$ cat config.mk
export PLATFORM = sky130hd
export DESIGN_NAME = bfie_top
export DESIGN_NICKNAME = d
export VERILOG_FILES = /design/src/include/bfie_pkg.sv /design/src/design/bfie_field.sv /design/src/design/bfie_top.sv
export SDC_FILE = /design/constraint.sdc
export NUM_CORES = 1
export LEC_CHECK = 0
export ABC_AREA = 0
export BUFFER_PORTS_ARGS = -buffer_cell sky130_fd_sc_hd__buf_2
export CORE_ASPECT_RATIO = 1.2
export CORE_MARGIN = 10
export CORE_UTILIZATION = 47
export CTS_CLUSTER_SIZE = 25
export DETAILED_ROUTE_END_ITERATION = 10
export HOLD_SLACK_MARGIN = 0.1
export PLACE_DENSITY = 0.8
export SYNTH_ARGS = -nofsm -noshare
export SYNTH_HDL_FRONTEND = slang
export SYNTH_SLANG_ARGS = --single-unit
$ cat constraint.sdc
create_clock -name clk_i -period 1.34 [get_ports clk_i]
set_input_delay 0.067 -clock clk_i [delete_from_list [all_inputs] [get_ports clk_i]]
set_output_delay 0.067 -clock clk_i [all_outputs]
set_load 0.02 [all_outputs]
$ cat src/include/bfie_pkg.sv
// Package for the boost fault interrupt enable register block.
// Assumes a single core clock domain and a plain register port.
package bfie_pkg;
   localparam int ADDR_W = 4;
   localparam int DATA_W = 16;
   // Register offsets (word index on the plain port)
   localparam logic [3:0] OFS_IRQ_EN = 4'h0;
   localparam logic [3:0] OFS_STATUS = 4'h1;
   localparam logic [3:0] OFS_MASK = 4'h2;
   localparam logic [3:0] OFS_RESERVED_W = 4'h3;
   // Number of fault sources and field positions (low bit of each field)
   localparam int NSRC = 4;
   localparam int POS_OVH = 2;
   localparam int POS_OCP = 4;
   localparam int POS_FREQ = 6;
   localparam int POS_MODE = 8;
   // Field codes
   localparam logic [1:0] RD_DISABLED = 2'h0;
   localparam logic [1:0] RD_ENABLED = 2'h2;
   localparam logic [1:0] WR_DISABLE = 2'h1;
   localparam logic [1:0] WR_ENABLE = 2'h3;
   // Reset enable per source: index 0 over-voltage, 1 over-current, 2 freq resistor, 3 mode resistor
   localparam logic [3:0] EN_RESET = 4'h3;
   localparam logic [3:0] MASK_RESET = 4'hF;
   localparam logic [1:0] RSVD_RESET = 2'h0;
endpackage

$ cat src/design/bfie_field.sv
// One two-bit enable field with write-one-to-disable, write-three-to-enable codes.
// Assumes the write strobe is a one-cycle pulse on clk_i.
`timescale 1ns/1ps
`default_nettype none
module bfie_field
#(
   parameter logic RESET_EN = 1'b0
)
(
   input wire logic clk_i,
   input wire logic rst_b_i,
   input wire logic wr_i,
   input wire logic [1:0] code_i,
   output logic en_o,
   output logic [1:0] rd_o
);
   import bfie_pkg::*;
   logic en_reg;
   always_ff @(posedge clk_i or negedge rst_b_i)
   begin
      if (!rst_b_i)
      begin
         en_reg <= RESET_EN;
      end
      else if (wr_i)
      begin
         if (code_i == WR_DISABLE)
         begin
            en_reg <= 1'b0;
         end
         else if (code_i == WR_ENABLE)
         begin
            en_reg <= 1'b1;
         end
         // Other codes keep the state
      end
   end
   assign en_o = en_reg;
   assign rd_o = en_reg ? RD_ENABLED : RD_DISABLED;
endmodule
`default_nettype wire

$ cat src/design/bfie_top.sv
// Boost fault interrupt enable register with sticky status, mask and irq output.
// Assumes fault events arrive as pulses on clk_i; register port answers one cycle later.
//
// Function
// - Field reads 0h disabled, 2h enabled
// - Writing 1h disables the interrupt
// - Writing 3h enables the interrupt
// - Bits 5-4 over-current, reset enabled
// - Bits 3-2 over-voltage-high, reset enabled
// - Bits 1-0 reserved, reset 0h
// - Bits 9-8 mode resistor missing, reset disabled
// - Bits 7-6 freq resistor missing, reset disabled
`timescale 1ns/1ps
`default_nettype none
module bfie_top
(
   input wire logic clk_i,
   input wire logic rst_b_i,
   input wire logic [bfie_pkg::ADDR_W-1:0] addr_i,
   input wire logic [bfie_pkg::DATA_W-1:0] wdata_i,
   input wire logic wr_i,
   input wire logic rd_i,
   input wire logic [bfie_pkg::NSRC-1:0] fault_evt_i,
   output logic [bfie_pkg::DATA_W-1:0] rdata_o,
   output logic [bfie_pkg::NSRC-1:0] fault_irq_en_o,
   output logic irq_o
);
   import bfie_pkg::*;

   ////////////////////////////////////////////////////////////////////////////////
   // Decode, field, status and read port signals
   // Low bit of each enable field, indexed by source
   localparam int POS [NSRC] = '{POS_OVH, POS_OCP, POS_FREQ, POS_MODE};

   // Register port decode
   logic wr_en_sel;
   logic wr_status_sel;
   logic wr_mask_sel;

   // Enable fields
   wire logic [NSRC-1:0] en;
   wire logic [1:0] fld_rd [NSRC];
   logic [DATA_W-1:0] en_rd;
   logic [1:0] rsvd_reg;
   logic [1:0] rsvd_next;

   // Status, mask and interrupt
   wire logic [NSRC-1:0] status_next;
   wire logic [NSRC-1:0] pend;
   logic [NSRC-1:0] status_reg;
   logic [NSRC-1:0] mask_reg;
   logic [NSRC-1:0] mask_next;
   logic irq_reg;
   logic irq_next;
   logic [NSRC-1:0] fault_irq_en_reg;

   // Read port
   logic [DATA_W-1:0] rd_mux;
   logic [DATA_W-1:0] rdata_reg;
   logic [DATA_W-1:0] rdata_next;

   ////////////////////////////////////////////////////////////////////////////////
   // Register port decode
   assign wr_en_sel = wr_i && (addr_i == OFS_IRQ_EN);
   assign wr_status_sel = wr_i && (addr_i == OFS_STATUS);
   assign wr_mask_sel = wr_i && (addr_i == OFS_MASK);

   ////////////////////////////////////////////////////////////////////////////////
   // Per-source enable field and status update
   genvar g;
   generate
      for (g = 0; g < NSRC; g++)
      begin : gen_src
         // Per-source working signals
         logic set_hit;
         logic clr_hit;

         // Each field takes the two write bits at its own position
         bfie_field #(.RESET_EN(EN_RESET[g])) u_field
         (
            .clk_i(clk_i),
            .rst_b_i(rst_b_i),
            .wr_i(wr_en_sel),
            .code_i(wdata_i[POS[g]+1:POS[g]]),
            .en_o(en[g]),
            .rd_o(fld_rd[g])
         );

         // An event counts only while its own field is enabled
         assign set_hit = fault_evt_i[g] & en[g];
         assign clr_hit = wr_status_sel & wdata_i[g];
         // A new event wins over a clear in the same cycle
         assign status_next[g] = set_hit | (status_reg[g] & ~clr_hit);
         assign pend[g] = status_reg[g] & mask_reg[g];
      end
   endgenerate

   ////////////////////////////////////////////////////////////////////////////////
   // Enable register read image; bits above the top field read zero
   always_comb
   begin
      en_rd = '0;
      en_rd[1:0] = rsvd_reg;
      for (int i = 0; i < NSRC; i++)
      begin
         en_rd[POS[i]+:2] = fld_rd[i];
      end
   end

   ////////////////////////////////////////////////////////////////////////////////
   // Reserved bits store a value but steer nothing
   assign rsvd_next = wr_en_sel ? wdata_i[1:0] : rsvd_reg;

   always_ff @(posedge clk_i or negedge rst_b_i)
   begin
      if (!rst_b_i)
      begin
         rsvd_reg <= RSVD_RESET;
      end
      else
      begin
         rsvd_reg <= rsvd_next;
      end
   end

   ////////////////////////////////////////////////////////////////////////////////
   // Sticky status, write one to clear
   // Set and clear are resolved per source above
   always_ff @(posedge clk_i or negedge rst_b_i)
   begin
      if (!rst_b_i)
      begin
         status_reg <= '0;
      end
      else
      begin
         status_reg <= status_next;
      end
   end

   ////////////////////////////////////////////////////////////////////////////////
   // Mask, a set bit lets its status reach the interrupt
   assign mask_next = wr_mask_sel ? wdata_i[NSRC-1:0] : mask_reg;

   always_ff @(posedge clk_i or negedge rst_b_i)
   begin
      if (!rst_b_i)
      begin
         mask_reg <= MASK_RESET;
      end
      else
      begin
         mask_reg <= mask_next;
      end
   end

   ////////////////////////////////////////////////////////////////////////////////
   // Interrupt level and enable image
   assign irq_next = |pend;

   // Level follows the pending bits one cycle later
   always_ff @(posedge clk_i or negedge rst_b_i)
   begin
      if (!rst_b_i)
      begin
         irq_reg <= 1'b0;
      end
      else
      begin
         irq_reg <= irq_next;
      end
   end

   // Enable image lags the fields by one cycle
   always_ff @(posedge clk_i or negedge rst_b_i)
   begin
      if (!rst_b_i)
      begin
         fault_irq_en_reg <= '0;
      end
      else
      begin
         fault_irq_en_reg <= en;
      end
   end

   ////////////////////////////////////////////////////////////////////////////////
   // Read port
   always_comb
   begin
      rd_mux = '0;
      case (addr_i)
         OFS_IRQ_EN: rd_mux = en_rd;
         OFS_STATUS: rd_mux[NSRC-1:0] = status_reg;
         OFS_MASK: rd_mux[NSRC-1:0] = mask_reg;
         OFS_RESERVED_W: rd_mux = '0;
         default: rd_mux = '0;
      endcase
   end

   // Read data stand for one cycle, zero otherwise
   assign rdata_next = rd_i ? rd_mux : '0;

   always_ff @(posedge clk_i or negedge rst_b_i)
   begin
      if (!rst_b_i)
      begin
         rdata_reg <= '0;
      end
      else
      begin
         rdata_reg <= rdata_next;
      end
   end

   ////////////////////////////////////////////////////////////////////////////////
   // Outputs come straight from their flip-flops
   assign rdata_o = rdata_reg;
   assign fault_irq_en_o = fault_irq_en_reg;
   assign irq_o = irq_reg;
endmodule
`default_nettype wire

==> flow_summary.yaml <==
critical_path:
  cp_max_fo: 4
  cp-endpoint: "gen_src[1].u_field.en_o$_DFFE_PN1P_"
  reg2reg_depth: 2
  r2r_setup_slack_ns: 0.04
  crit_path_end_kind: "flip-flop"
  critPathLaunch: "gen_src[1].u_field.en_o$_DFFE_PN1P_"
  rr_endpoint: "gen_src[1].u_field.en_o$_DFFE_PN1P_"
  cp-start-kind: "flip-flop"
  required_ns: 1.60
  crit_arrival_ns: 1.56
  r2r-start: "gen_src[1].u_field.en_o$_DFFE_PN1P_"
  critPathKind: "flip-flop to flip-flop"
floorplanning:
  io_pins: 49
  rows: 19
  core_area_sq_um: 2260
  die_y_um: 73.0
  initial_utilization_pct: 48.8
  die_w_um: 64.2
  dieArea_sq_um: 4690
clock_network:
  clk-insertion-delay-late_ns: 0.30
  root_buffer: "clkbuf_4"
  cts_sinks: 26
  tritoncts: "done"
  cts_buffers: 3
  cts_max_level: 1
  cts.path.max_buffers: 2
  clk_pin_slew_ns: 0.13
power_and_ir_drop:
  clockPowerShare_pct: 20.6
  fin_total_pwr_mw: 1.81
  powerDensity_nw_per_um2: 1210
  switching_share_pct: 27.4
  switching_power_uw: 497
  p_leak_nw: 0.757
  seqPwrFrac_pct: 56.6
  vdd_drop_max_mv: 0.600
  p_int_mw: 1.32
  combPwrFrac_pct: 22.8
yosys:
  syn_area_sq_um: 1100
  yosys.area_share.simple_pct: 12.4
  ys_ff_latch: 26
  synth.avg_cell_area_sq_um: 12.8
  synth_top_family_by_area: "multiplexers"
  synthTopCellsByArea: "dfrtp_1 45%, dfstp_2 14%, mux2_2 10%"
  ys_warn_count: 0
  synth_top_cell_by_area: "dfrtp_1"
  synth_compound_area_share_pct: 7.61
  yosysSeqAreaShare_pct: 59.8
  ys_types: 19
  synth-xor-area-share_pct: 0
  synth_top_area_share_pct: 45.5
  netlist_instances: 86
  synthMuxAreaShare_pct: 13.0
  synth_fa_ha_area_share_pct: 0
grt:
  grt_pass1_vias: 1003
  antenna_found_initial: 0
  grt_util_all_layers_pct: 11.9
  grt_max_degree: 27
  grt_pass1_wl_mm: 4.53
  grt_overflow: 0
cells_and_area:
  layout_commonest_cell: "buf_2"
  synthToLayoutAreaGrowth_pct: 36.3
  layout_common_cells: "31 x buf_2, 20 x dfrtp_1, 16 x dlygate4sd3_1, 10 x mux2_2, 9 x conb_1"
  design_area_sq_um: 1500
  n_antenna_cell: 0
  nets: 169
  layout-drive-gt1-share_pct: 40.7
  largest_register_ffs: 7
route:
  drt-met1-wl_mm: 1.02
  wl_met2_mm: 1.36
  wire_per_inst_um: 15.5
  via_count: 854
  via_per_inst: 4.99
  antenna_left: 0
  maxUsedRoutingLayer: "met4"
  drtIter0Drc: 27
  wl_met3_um: 177
  wl_mm: 2.65
  first_pass_iters: 4
  drc: 0
min_path:
  hold_class: "input pin to flip-flop"
sta:
  setup_slack_ns: 0.0395
  tns_ns: 0
  finalClockSkew_ns: 0.00260
  min_period_ns: 1.30
  setup_viol: 0
  rsz0062_at_grt: "no"
  slew_headroom_pct: 62.9
  period_share_pct: 97.1
  fmax_mhz: 769
  worst_slew_pin_slew_ns: 0.556
  drv_slew: 0
  finalHoldViolations: 0
placement:
  pre_cts_ws_ns: 0.172
  place_congestion: 0.798
  hpwl_mm: 1.99
  placed_area_sq_um: 1280
  portBuffers: 33
outcome:
  status: "finished clean"
flow_run:
  maxCapViolCount: 0
## cells in the mapped netlist, drive strengths merged
library cell  number
nand2              4
nor2               6
mux2              10
buf               10
nor3b              1
clkbuf             1
nand3              8
and3               3
a2bb2oi            3
a22o               4
nor2b              2
a22oi              3
and2               1
conb               1
mux2i              3
dfrtp             20
dfstp              6
## worst max-delay path: stages (launching register included)
cell and delay [ns]:
dfstp_2 0.58, mux2_2 0.14, dlygate4sd3_1 0.54
## routing by layer
metal  global-route usage [%]  up-vias
met5                        0        -
met4                     7.86        0
met3                     2.61        8
met2                     20.0       41
met1                     13.1      415
li1                         -      390
## cell type report
| class | count | area (sq um) |
|---|---|---|
| Fill cell | 163 | 758 |
| Multi-Input combinational cell | 57 | 397 |
| Clock buffer | 4 | 36.3 |
| Tap cell | 31 | 38.8 |
| Timing Repair Buffer | 53 | 370 |
| Sequential cell | 26 | 658 |
## through the flow
| step | utilization [%] | hold slack, ns | instances |
|---|---|---|---|
| CTS | 66.3 | 0.135 | 172 |
| finish | 66.4 | 0.145 | 171 |
| floorplan | - | -0.229 | 94 |
| global placement | 56.7 | 0.0705 | 150 |
| global route | 66.4 | 0.161 | 171 |
| detailed placement | 56.7 | 0.0855 | 150 |
## logic make-up after synthesis
family	Yosys count
compound gates	10
buf+inv	11
flops	26
mux	13
other cells	1
simple gates	25
## how the worst min path moves through the flow
stage                                  end  slack [ns]  cells past startpoint  startpoint
2_1_floorplan  fault_irq_en_o[0]$_DFF_PN0_       -0.23                      0     rst_b_i
3_3_place_gp          rdata_o[7]$_DFF_PN0_        0.07                      1     rst_b_i
3_5_place_dp          rdata_o[7]$_DFF_PN0_        0.09                      1     rst_b_i
4_1_cts               rdata_o[3]$_DFF_PN0_        0.13                      4   addr_i[2]
5_1_grt               rdata_o[1]$_DFF_PN0_        0.16                      3   addr_i[0]
6_report              rdata_o[3]$_DFF_PN0_        0.15                      4   addr_i[2]
## what timing repair did
| item | in CTS | in global routing |
|---|---|---|
| setup endpoints to repair | 0 | 3 |
| resized for setup | 0 | 2 |
| buffers inserted | 0 | 1 |
| hold buffers | 18 | 0 |
| hold endpoints to repair | 44 | 0 |
## power groups by stage
| stage | clock network [mW] | registers [mW] | logic (mW) |
|---|---|---|---|
| 5_1_grt | 0.426 | 1.05 | 0.450 |
| 3_3_place_gp | 0 | 1.03 | 0.341 |
| 6_report | 0.373 | 1.03 | 0.414 |
| 4_1_cts | 0.392 | 1.02 | 0.413 |
| 3_5_place_dp | 0 | 1.04 | 0.355 |
| 2_1_floorplan | 0 | 1.06 | 0.198 |
Note: power is estimated with default switching activity, not from simulation.
